<file path="src/hdl/sdf_pkg.sv">
// constants and types shared by the step driver fault supervisor
package sdf_pkg;
    localparam int CLK_FREQ_HZ = 25000000;
    localparam real ENA_DELAY_US = 1.808449;
    // least time, rounded up to whole cycles
    localparam int ENA_DELAY_CYC = int'($ceil(ENA_DELAY_US * CLK_FREQ_HZ / 1.0e6));
    localparam real RST_PULSE_US = 10.0;
    localparam int RST_PULSE_CYC = int'($ceil(RST_PULSE_US * CLK_FREQ_HZ / 1.0e6));
    localparam int STEP_LOW_CYC = 4;
    localparam int STEP_SETUP_CYC = 2;
    localparam logic [7:0] STATUS_OK_CHAR = 8'h30;
    localparam logic [7:0] STATUS_FAULT_CHAR = 8'h67;

    typedef enum logic [2:0] {
        SDF_IDLE = 3'b000,
        SDF_POWERUP = 3'b001,
        SDF_SETUP = 3'b010,
        SDF_PULSE = 3'b011,
        SDF_RUN = 3'b100
    } sdf_state_t;
endpackage : sdf_pkg

</file>
<file path="src/hdl/sdf_step_driver_fault_supervisor.sv">
// per-axis step, direction, enable and shared fault/reset line supervisor
// Overview of operation
// - assert motor enable, wait power-up delay before first step of a motion
// - pending next move skips delay and keeps motor enabled between motions
// - drive active-low step, direction, active-high enable and shared fault/reset line
// - host configures line use and resets amplifier after power-up reset
// - sample fault line while moving and fault checking is enabled
// - on fault pulse amplifier reset and stop all motion
// - fault-check-on command starts monitoring the fault line
// - fault-check-off command stops monitoring and ignores the line
// - driver reset command pulses reset on the shared line
// - fault query reports line: 1 healthy, 0 fault
// - motor-off command forces motor off until driver reset command
// - fault status character held until driver reset command clears it
`timescale 1ns/100ps
module sdf_step_driver_fault_supervisor
    import sdf_pkg::*;
#(
    parameter int ENA_DELAY = ENA_DELAY_CYC,
    parameter int RST_PULSE = RST_PULSE_CYC,
    parameter int STEP_LOW = STEP_LOW_CYC,
    parameter int STEP_SETUP = STEP_SETUP_CYC
) (
    input wire logic core_clk,
    input wire logic resetn,
    input wire logic stepReq,
    input wire logic stepDir,
    input wire logic moveActive,
    input wire logic movePending,
    input wire logic faultCheckOnCmd,
    input wire logic faultCheckOffCmd,
    input wire logic driverResetCmd,
    input wire logic faultQueryCmd,
    input wire logic motorOffCmd,
    input wire logic faultInResetOutIn,
    output logic faultInResetOutOut,
    output logic faultInResetOutOe,
    output logic stepOutN,
    output logic dirOut,
    output logic motorEnable,
    output logic stepReady,
    output logic stepDone,
    output logic motionAbort,
    output logic faultCheckOn,
    output logic queryValid,
    output logic queryBit,
    output logic [7:0] statusChar,
    output logic motorLocked
);
    localparam int CW = 16;

    // counts the counters cannot hold are refused at elaboration
    if (ENA_DELAY < 1 || RST_PULSE < 1 || STEP_LOW < 1 || STEP_SETUP < 1
        || ENA_DELAY >= 2**CW || RST_PULSE >= 2**CW
        || STEP_LOW >= 2**CW || STEP_SETUP >= 2**CW) begin : g_bad_timing
        $error("sdf: timing parameter out of range");
    end

    function automatic logic [CW-1:0] cycCnt(input int n);
        cycCnt = CW'(n - 1);
    endfunction : cycCnt

    sdf_state_t state_ff;
    logic [CW-1:0] cnt_ff;
    logic faultSync1_ff, faultSync2_ff;
    logic checkOn_ff, faultLatched_ff, lock_ff, enable_ff;
    logic [CW-1:0] rstCnt_ff;
    logic rstActive_ff, dir_ff, stepN_ff, done_ff, abort_ff;
    logic qValid_ff, qBit_ff;
    logic faultSeen;
    logic [1:0] rstTail_ff;

    // line is ours while resetting and the synchroniser lags it by two cycles;
    // a real fault right after a pulse is seen two cycles late
    assign faultSeen = checkOn_ff && moveActive && !faultSync2_ff && !rstActive_ff
        && (rstTail_ff == 2'h0);

    always_ff @(posedge core_clk or negedge resetn) begin
        if (!resetn) begin
            faultSync1_ff <= 1'b1;
            faultSync2_ff <= 1'b1;
        end else begin
            faultSync1_ff <= faultInResetOutIn;
            faultSync2_ff <= faultSync1_ff;
        end
    end

    always_ff @(posedge core_clk or negedge resetn) begin
        if (!resetn) begin
            checkOn_ff <= 1'b0;
        end else if (faultCheckOnCmd) begin
            checkOn_ff <= 1'b1;
        end else if (faultCheckOffCmd) begin
            checkOn_ff <= 1'b0;
        end
    end

    // set wins over clear when fault and reset command meet
    always_ff @(posedge core_clk or negedge resetn) begin
        if (!resetn) begin
            faultLatched_ff <= 1'b0;
        end else if (faultSeen) begin
            faultLatched_ff <= 1'b1;
        end else if (driverResetCmd) begin
            faultLatched_ff <= 1'b0;
        end
    end

    always_ff @(posedge core_clk or negedge resetn) begin
        if (!resetn) begin
            lock_ff <= 1'b0;
        end else if (motorOffCmd) begin
            lock_ff <= 1'b1;
        end else if (driverResetCmd) begin
            lock_ff <= 1'b0;
        end
    end

    // reset pulse from a command or an automatic fault reaction
    always_ff @(posedge core_clk or negedge resetn) begin
        if (!resetn) begin
            rstActive_ff <= 1'b0;
            rstCnt_ff <= '0;
        end else if (driverResetCmd || faultSeen) begin
            rstActive_ff <= 1'b1;
            rstCnt_ff <= cycCnt(RST_PULSE);
        end else if (rstActive_ff) begin
            if (rstCnt_ff == '0) begin
                rstActive_ff <= 1'b0;
            end else begin
                rstCnt_ff <= rstCnt_ff - 1'b1;
            end
        end
    end

    // without this tail the stale low would trip a phantom fault after each pulse
    always_ff @(posedge core_clk or negedge resetn) begin
        if (!resetn) begin
            rstTail_ff <= 2'h0;
        end else begin
            rstTail_ff <= {rstTail_ff[0], rstActive_ff};
        end
    end

    // drive low only while resetting; released line is pulled up outside
    assign faultInResetOutOut = 1'b0;
    assign faultInResetOutOe = rstActive_ff;

    logic blocked;
    assign blocked = lock_ff || faultLatched_ff || faultSeen;

    always_ff @(posedge core_clk or negedge resetn) begin
        if (!resetn) begin
            state_ff <= SDF_IDLE;
            cnt_ff <= '0;
            enable_ff <= 1'b0;
            dir_ff <= 1'b0;
            stepN_ff <= 1'b1;
            done_ff <= 1'b0;
            abort_ff <= 1'b0;
        end else begin
            done_ff <= 1'b0;
            abort_ff <= 1'b0;
            if (blocked) begin
                abort_ff <= (state_ff != SDF_IDLE) || faultSeen;
                state_ff <= SDF_IDLE;
                enable_ff <= 1'b0;
                stepN_ff <= 1'b1;
            end else begin
                unique case (state_ff)
                    SDF_IDLE: begin
                        if (stepReq) begin
                            dir_ff <= stepDir;
                            enable_ff <= 1'b1;
                            cnt_ff <= cycCnt(ENA_DELAY);
                            state_ff <= SDF_POWERUP;
                        end
                    end
                    SDF_POWERUP: begin
                        if (cnt_ff == '0) begin
                            cnt_ff <= cycCnt(STEP_SETUP);
                            state_ff <= SDF_SETUP;
                        end else begin
                            cnt_ff <= cnt_ff - 1'b1;
                        end
                    end
                    SDF_SETUP: begin
                        if (cnt_ff == '0) begin
                            stepN_ff <= 1'b0;
                            cnt_ff <= cycCnt(STEP_LOW);
                            state_ff <= SDF_PULSE;
                        end else begin
                            cnt_ff <= cnt_ff - 1'b1;
                        end
                    end
                    SDF_PULSE: begin
                        if (cnt_ff == '0) begin
                            stepN_ff <= 1'b1;
                            done_ff <= 1'b1;
                            state_ff <= SDF_RUN;
                        end else begin
                            cnt_ff <= cnt_ff - 1'b1;
                        end
                    end
                    SDF_RUN: begin
                        if (stepReq) begin
                            dir_ff <= stepDir;
                            cnt_ff <= cycCnt(STEP_SETUP);
                            state_ff <= SDF_SETUP;
                        end else if (!moveActive && !movePending) begin
                            enable_ff <= 1'b0;
                            state_ff <= SDF_IDLE;
                        end
                        // pending move keeps enable and skips the delay
                    end
                    default: begin
                        state_ff <= SDF_IDLE;
                        enable_ff <= 1'b0;
                    end
                endcase
            end
        end
    end

    always_ff @(posedge core_clk or negedge resetn) begin
        if (!resetn) begin
            qValid_ff <= 1'b0;
            qBit_ff <= 1'b1;
        end else begin
            qValid_ff <= faultQueryCmd;
            if (faultQueryCmd) begin
                qBit_ff <= faultSync2_ff;
            end
        end
    end

    assign stepOutN = stepN_ff;
    assign dirOut = dir_ff;
    assign motorEnable = enable_ff;
    assign stepReady = (state_ff == SDF_IDLE || state_ff == SDF_RUN) && !blocked;
    assign stepDone = done_ff;
    assign motionAbort = abort_ff;
    assign faultCheckOn = checkOn_ff;
    assign queryValid = qValid_ff;
    assign queryBit = qBit_ff;
    assign statusChar = faultLatched_ff ? STATUS_FAULT_CHAR : STATUS_OK_CHAR;
    assign motorLocked = lock_ff;

    // cycles since enable came up, saturating, for the power-up check
    logic [CW-1:0] enaAge_ff;
    always_ff @(posedge core_clk or negedge resetn) begin
        if (!resetn) begin
            enaAge_ff <= '0;
        end else if (!enable_ff) begin
            enaAge_ff <= '0;
        end else if (enaAge_ff != '1) begin
            enaAge_ff <= enaAge_ff + 1'b1;
        end
    end
endmodule : sdf_step_driver_fault_supervisor

</file>
<file path="config.mk">
export PLATFORM = sky130hd
export DESIGN_NAME = sdf_step_driver_fault_supervisor
export DESIGN_NICKNAME = d
export VERILOG_FILES = /design/src/hdl/sdf_pkg.sv /design/src/hdl/sdf_step_driver_fault_supervisor.sv
export SDC_FILE = /design/constraint.sdc
export NUM_CORES = 1
export LEC_CHECK = 0
export BUFFER_PORTS_ARGS = -buffer_cell sky130_fd_sc_hd__buf_2
export CORE_MARGIN = 2
export CORE_UTILIZATION = 45
export DETAILED_ROUTE_END_ITERATION = 10
export SLEW_MARGIN = 40
export SYNTH_ARGS = -nofsm -noshare
export SYNTH_HDL_FRONTEND = slang
export SYNTH_SLANG_ARGS = --single-unit
</file>
<file path="constraint.sdc">
create_clock -name core_clk -period 2.8 [get_ports core_clk]
set_clock_uncertainty 0.2 [all_clocks]
set_input_delay 0.28 -clock core_clk [delete_from_list [all_inputs] [get_ports core_clk]]
set_output_delay 0.28 -clock core_clk [all_outputs]
set_load 0.01 [all_outputs]
</file>
Word level (Yosys, flattened, before mapping)
Index checks and enable logic that the tools add are counted.
{"block": "totals", "ff_bits": 50, "word_cells": 110, "out_inout_bits": 20}
{"block": "op_classes", "n_mux": 39, "add_sub_neg": 2, "n_bitwise": 1, "eq_ne": 16, "reduce_logical": 35}
{"operator": "$mux W16", "n": 8}
{"operator": "$pmux W16 S5", "n": 1}
{"operator": "$logic_not A16 Y1", "n": 2}
{"operator": "$sub A16 B1 Y16 const B", "n": 2}
{"operator": "$mux W3", "n": 7}
{"operator": "$mux W1", "n": 19}
{"operator": "$ne A3 B3 Y1 const B", "n": 6}
{"operator": "$pmux W3 S5", "n": 1}
{"operator": "$reduce_and A5 Y1", "n": 2}
{"operator": "$ne A2 B2 Y1 const B", "n": 4}
{"operator": "$reduce_bool A2 Y1", "n": 4}
{"operator": "$mux W7", "n": 1}
{"operator": "$eq A3 B2 Y1 const B", "n": 2}
{"operator": "$logic_and A1 B1 Y1", "n": 6}
{"operator": "$reduce_and A3 Y1", "n": 2}
{"operator": "$reduce_bool A3 Y1", "n": 2}
{"operator": "$logic_not A1 Y1", "n": 5}
{"operator": "$logic_or A1 B1 Y1", "n": 5}
{"operator": "$reduce_bool A5 Y1", "n": 1}
{"operator": "$ne A4 B4 Y1 const B", "n": 1}
{"operator": "$reduce_and A4 Y1", "n": 1}
{"operator": "$eq A3 B1 Y1 const B", "n": 1}
{"operator": "$eq A3 B3 Y1 const B", "n": 1}
{"operator": "$logic_not A3 Y1", "n": 1}
{"operator": "8 further kinds", "n": 8}

Longest topological paths before layout
Gate-level depths: netlist (run 1).
{"block": "depth", "depth_word": 7, "mapped_depth": 9}

Worst setup path before layout (run 1)
OpenSTA, ideal clock, no wires.
{"block": "synth_path", "kind": "register to register", "start": "reg cnt_ff[0]", "end": "reg cnt_ff[5]", "setup_slack_ns": 0.287, "stages_incl_launch_ff": 9, "path_buffers": 2, "arrival_time_ns": 2.178, "cell_sequence": "dfrtp_1 -> inv_1 -> ha_1 -> or3b_2 -> or4_1 -> buf_2 -> o221ai_4 -> buf_6 -> o211ai_1"}
{"block": "synth_between", "elab_chain_len": 3, "word_cells_on_any_way": 8}
{"element": "start, declared", "line": "sdf_step_driver_fault_supervisor.sv:64", "source": "logic [CW-1:0] cnt_ff;"}
{"element": "start signal, assigned", "line": "sdf_step_driver_fault_supervisor.sv:175", "source": "cnt_ff <= cycCnt(ENA_DELAY);"}
{"element": "start signal, assigned", "line": "sdf_step_driver_fault_supervisor.sv:181", "source": "cnt_ff <= cycCnt(STEP_SETUP);"}
{"element": "start signal, assigned", "line": "sdf_step_driver_fault_supervisor.sv:184", "source": "cnt_ff <= cnt_ff - 1'b1;"}
{"element": "$sub A16 B1 Y16 / $logic_not A16 Y1 (equally long branches)"}
{"element": "$mux W16, or another cell as far along", "line": "sdf_step_driver_fault_supervisor.sv:197", "source": "if (cnt_ff == '0) begin"}
{"element": "$pmux W16 S5 / $reduce_and A5 Y1 (equally long branches)"}
Parallel ways exist; a longest one is shown, timed or not. The select of a mux whose other input is x is not followed.
A chain may end at the register's enable or synchronous reset.

Worst setup path in the final report (run 1)
{"block": "layout_path", "start": "reg rstCnt_ff[8]", "end": "reg rstCnt_ff[14]"}
{"block": "layout_between", "elab_chain_len": 4, "word_cells_on_any_way": 7}
{"element": "start, declared", "line": "sdf_step_driver_fault_supervisor.sv:67", "source": "logic [CW-1:0] rstCnt_ff;"}
{"element": "start signal, assigned", "line": "sdf_step_driver_fault_supervisor.sv:126", "source": "rstCnt_ff <= cycCnt(RST_PULSE);"}
{"element": "start signal, assigned", "line": "sdf_step_driver_fault_supervisor.sv:131", "source": "rstCnt_ff <= rstCnt_ff - 1'b1;"}
{"element": "$sub A16 B1 Y16", "line": "sdf_step_driver_fault_supervisor.sv:131"}
{"element": "$mux W16", "line": "sdf_step_driver_fault_supervisor.sv:128", "source": "if (rstCnt_ff == '0) begin"}
{"element": "$mux W16", "line": "sdf_step_driver_fault_supervisor.sv:127", "source": "end else if (rstActive_ff) begin"}
{"element": "$mux W16", "line": "sdf_step_driver_fault_supervisor.sv:124", "source": "end else if (driverResetCmd || faultSeen) begin"}
Parallel ways exist; a longest one is shown, timed or not. The select of a mux whose other input is x is not followed.

==> impl_metrics.yaml, run 1 <==
final_layout:
  layout-drive-gt1-share: 0.227
  stdcell_count: 396
  layout.nets: 335
  stdcell_area_um2: 3170
  diodes: 0
  area_delta_synth_final_pct: 16.0
power:
  leakagePower_nw: 1.32
  power_density_nw_per_um2: 542
  total_power_w: 0.00172
  vdd_drop_max_mv: 0.266
synthesis:
  synth_seq_cells: 50
  yosysMostFrequentCell: "dfrtp_1"
  yosysUniqueCellTypes: 60
  synthArstFlopShare: 1.00
  yosysTopAreaCell: "dfrtp_1"
  synth.avg_cell_area_um2: 9.75
  yosysWarnings: 0
  ys_seq_area_frac: 0.460
  synth_top_area_frac: 0.422
  synth-edff-count: 0
  synthTopCellsByCount: "dfrtp_1 (46), nand2_1 (25), nor2_1 (17)"
  synth_cells: 280
  synthFlopType: "dfrtp_1"
  syn-cell-area_um2: 2730
  netlist_top_cells_area: "dfrtp_1 (42%), dfstp_2 (3.8%), nand2_1 (3.4%), a21oi_1 (2.7%), buf_4 (2.5%)"
timing:
  max_freq_ghz: 0.386
  hold_viol_final: 0
  final.setup.tns_ns: 0
  drv_slew: 0
  min_period_ns: 2.59
  finalSetupViolCount: 0
  worstMarginPinSlew_ns: 0.619
  hold_ws_ns: 0.0136
  slew_headroom: 0.582
  min_period_over_period: 0.925
  rsz0062_at_grt: "false"
cts:
  tritoncts: "yes"
  cts.clk_slew.worst_paths_ns: 0.09
  cts-root-buf: "clkbuf_8"
  ctsLongestPathBuffers: 2
  htreeDepth: 2
  cts_made_buffers: 5
  cts.sinks: 50
  clock_latency_ns: 0.30
worst_setup_path:
  critPathMostFrequentCell: "or4_1"
  critPathBufInv: 0
  cpLargestDelayFamily: "simple AND/OR/NAND/NOR gates"
  path_depth: 5
  required_ns: 2.83
  critPathArrivalTime_ns: 2.62
  cp_cell_sequence: "or4_1 -> or4_1 -> a21oi_4 -> or4b_1 -> o21ai_1"
  worstSetupStartpointType: "flop"
  reg2reg_from: "rstCnt_ff[8]"
  endpoint_kind: "flop"
  slowest_delay_ns: 0.61
  critical-path-slowest-cell: "or4_1"
  path_max_fanout: 6
  reg2regPathDepth: 5
  startpoint: "rstCnt_ff[8]"
  crit_type: "reg2reg"
routing:
  drt_iter0_drc: 127
  routed_via_density: 5.62
  detail_route.first_pass.iterations: 4
  drc: 0
  wl_um: 5730
  ant_nets: 0
  num_vias: 2224
  post_drt_wl_per_cell_um: 14.5
min_path:
  whs_path_depth: 2
  min_path_type: "in2reg"
  hp-start: "stepDir"
grt:
  gr-usage-all-layers: 0.192
  grt_overflow_total: 0
  grt_max_degree: 27
  antenna_found_initial: 0
  grt_pass1_wl_um: 9870
  grt_pass1_vias: 2146
status:
  status: "finished clean"
die:
  core_area_um2: 5890
  rows: 28
  die_x_um: 81.9
  dieArea_um2: 6710
  chipHeight_um: 81.9
  io-pin-count: 32
  start_util: 0.464
place:
  gp_congestion: 0.814
  placedInstanceArea_um2: 2990
  portBuffers: 27
  place_hpwl_um: 4160
  placed_cells: 382
job:
  maxCapViolCount: 0
-- power breakdown --
group          switching, W  internal [W]  total, W
clock network      0.000241      0.000267  0.000507
logic              0.000213      0.000160  0.000373
registers         0.0000543      0.000782  0.000836
-- layer usage --
layer	vias up	wire [um]	track usage
li1	1086	-	-
met1	1084	2740	0.252
met2	49	2690	0.316
met3	5	235	0.0396
met4	0	59	0.0617
met5	-	0	0
-- per-stage QoR --
stage               utilization  setup WS [ns]
detailed placement        0.509          0.110
finish                    0.538          0.211
floorplan                     -          0.287
global placement          0.508          0.177
CTS                       0.538         0.0891
global route              0.538         0.0257
-- registers in the layout (all words and copies together), names as in the netlist --
register and cells:
cnt_ff 16, queryBit 1, faultInResetOutOe 1, motionAbort 1
queryValid 1, stepDone 1, motorLocked 1, faultCheckOn 1
faultLatched_ff 1, stepOutN 1, faultSync2_ff 1, motorEnable 1
state_ff 3, dirOut 1, faultSync1_ff 1, rstCnt_ff 16
rstTail_ff 2
-- worst paths after layout --
kind | endpoint | slack (ns)
setup / recovery | rstCnt_ff[14] | 0.21
hold / removal | dirOut | 0.01
setup reg to reg | rstCnt_ff[14] | 0.21
hold reg to reg | faultSync2_ff | 0.16
max in group asynchronous | rstCnt_ff[9] | 1.36
min in group asynchronous | cnt_ff[2] | 0.30
-- repair_timing --
action / CTS / global route
setup buffers: 0 / 0
setup endpoints to repair: 0 / 11
hold endpoints to repair: 26 / 0
resized for setup: 0 / 1
hold buffers: 6 / 0
-- layout by cell type, fill, tap and decap left out, types with 5 or more instances in the layout --
master and count:
o211ai_1 7, buf_4 18, o21ai_1 9, dfrtp_1 46, or4_1 8, dlygate4sd3_1 6, or3_1 10, inv_1 11
nand2b_1 5, nand2_1 25, nand3_1 9, buf_2 27, xnor2_1 5, nor2_1 17, a21oi_1 15, clkbuf_8 5
xor2_1 5, nor3_1 10, o21ai_0 7
-- final cells by class --
cell class	count	area (um^2)
Multi-Input combinational cell	200	1320
Fill cell	542	2720
Timing Repair Buffer	52	350
Tap cell	75	93.8
Clock buffer	6	72.6
Clock inverter	2	37.5
Sequential cell	50	1260
Inverter	11	41.3
-- kinds of logic after synthesis --
logic type	after synthesis	share of synthesized area
AOI/OAI and AO/OA	67	0.180
xor gates and xnor gates	10	0.0321
adders and majority gates	3	0.0138
buffers and inverters	32	0.0637
DFF	50	0.460
muxes	5	0.0197
other	2	0.00275
and+or+nand+nor	111	0.228
(Power assumes the default switching activity.)
==> inputs of run 2 (changes only) <==
--- a/config.mk
+++ b/config.mk
@@ -8,6 +8,7 @@
 export BUFFER_PORTS_ARGS = -buffer_cell sky130_fd_sc_hd__buf_2
 export CORE_MARGIN = 2
 export CORE_UTILIZATION = 45
+export CTS_BUF_LIST = sky130_fd_sc_hd__clkbuf_4
 export DETAILED_ROUTE_END_ITERATION = 10
 export SLEW_MARGIN = 40
 export SYNTH_ARGS = -nofsm -noshare
==> run 2 against run 1 <==
  * Global-route usage up 0.093 points
  * Hold slack improved by 0.051 ns
  * Flip-flop and latch count unchanged
  * Maximum frequency down 0.43%
  * Sequential power about the same
  * Sequential share of layout area is essentially flat
  * Final area is essentially flat
  * Clock power decreased by 15%
  * Die area unchanged
  * Highest routed layer unchanged
==> impl_metrics.yaml, run 2 (synthesis results as in run 1) <==
min_path:
  min_path_type: "in2reg"
  hp-start: "movePending"
worst_setup_path:
  cp_cell_sequence: "inv_1 -> ha_1 -> or3b_2 -> or4_4 -> o221ai_4 -> buf_12 -> a21oi_1 -> o21ai_1"
  cpLargestDelayFamily: "simple AND/OR/NAND/NOR gates"
  critPathArrivalTime_ns: 2.70
  reg2reg_from: "cnt_ff[0]"
  crit_type: "reg2reg"
  slowest_delay_ns: 0.59
  critPathBufInv: 2
  required_ns: 2.90
  path_max_fanout: 15
  worstSetupStartpointType: "flop"
  critical-path-slowest-cell: "or4_4"
  endpoint_kind: "flop"
  startpoint: "cnt_ff[0]"
timing:
  finalSetupViolCount: 0
  drv_slew: 0
  min_period_ns: 2.60
  slew_headroom: 0.558
  hold_viol_final: 0
  min_period_over_period: 0.929
  hold_ws_ns: 0.0646
  rsz0062_at_grt: "false"
  final.setup.tns_ns: 0
  worstMarginPinSlew_ns: 0.663
  fin_ws_ns: 0.199
  max_freq_ghz: 0.385
grt:
  grt_pass1_wl_um: 9940
  grt_pass1_vias: 2164
  gr-usage-all-layers: 0.193
  grt_max_degree: 27
  antenna_found_initial: 0
  grt_overflow_total: 0
final_layout:
  reg_top3: "cnt_ff x16, rstCnt_ff x16, state_ff x3"
  final_cell_mix: "dfrtp_1 (46), buf_2 (27), nand2_1 (25)"
  area_delta_synth_final_pct: 16.1
  layout-drive-gt1-share: 0.228
  layout.nets: 338
  diodes: 0
  stdcell_count: 399
  final_common_cell: "dfrtp_1"
cts:
  cts.sinks: 50
  ctsLongestPathBuffers: 2
  cts.clk_slew.worst_paths_ns: 0.15
  cts_made_buffers: 5
  clock_latency_ns: 0.36
  cts-root-buf: "clkbuf_4"
  tritoncts: "yes"
  htreeDepth: 2
  post-cts-setup-buffers: 0
job:
  maxCapViolCount: 0
place:
  dp_worst_setup_slack_ns: 0.110
  place_hpwl_um: 4160
  placed_cells: 382
  portBuffers: 27
  gp_congestion: 0.814
routing:
  post_drt_wl_per_cell_um: 14.4
  wl_um: 5760
  routed_via_density: 5.60
  num_vias: 2236
  drt_iter0_drc: 143
  drc: 0
  detail_route.first_pass.iterations: 4
  ant_nets: 0
die:
  dieArea_um2: 6710
  rows: 28
  core_area_um2: 5890
  chipHeight_um: 81.9
  die_x_um: 81.9
  io-pin-count: 32
  start_util: 0.464
power:
  power_density_nw_per_um2: 518
  vdd_drop_max_mv: 0.257
  leakagePower_nw: 1.32
status:
  status: "finished clean"
run 2: final cells by class:
cell class                      count  area [um^2]
Tap cell                           75         93.8
Sequential cell                    50         1260
Clock buffer                        6         45.0
Multi-Input combinational cell    200         1320
Inverter                           11         41.3
Timing Repair Buffer               55          380
Clock inverter                      2         37.5
Fill cell                         545         2720
run 2: worst min-delay path, cell delays in order:
cell and delay (ns):
buf_2 0.09, o311ai_0 0.10, a21oi_1 0.12
run 2: final timing paths:
| check | slack, ns | endpoint | depth (start not counted) |
|---|---|---|---|
| worst max-delay path | 0.20 | cnt_ff[9] | 8 |
| worst min-delay path | 0.06 | motorEnable | 3 |
| worst max register to register | 0.20 | cnt_ff[9] | 8 |
| worst min register to register | 0.17 | faultSync2_ff | 0 |
| max in group asynchronous | 1.44 | rstCnt_ff[9] | 3 |
| min in group asynchronous | 0.22 | motionAbort | 2 |
run 2: power by group:
part | total, W | switching, W | internal [W]
sequential | 0.000837 | 0.0000547 | 0.000782
clock | 0.000430 | 0.000231 | 0.000198
combinational | 0.000377 | 0.000214 | 0.000163
run 2: timing repair:
action / in CTS / in global routing
hold endpoints to repair: 30 / 0
gates resized for setup: 0 / 1
endpoints found under the setup margin: 0 / 11
hold buffers: 9 / 0
run 2: metrics by stage:
stage / power [W] / area (um^2) / utilization
final: 0.00164 / 3170 / 0.539
after global routing: 0.00175 / 3170 / 0.539
after CTS: 0.00166 / 3170 / 0.538
after detailed placement: 0.00121 / 2990 / 0.509
after global placement: 0.00121 / 2990 / 0.508
after floorplan: 0.00109 / 2740 / -
run 2: per-layer routing:
layer / track usage / vias to the layer above / part of all wire
li1: - / 1093 / -
met3: 0.0396 / 4 / 0.040
met1: 0.253 / 1099 / 0.47
met5: 0 / - / 0
met4: 0.0617 / 0 / 0.0066
met2: 0.319 / 40 / 0.48
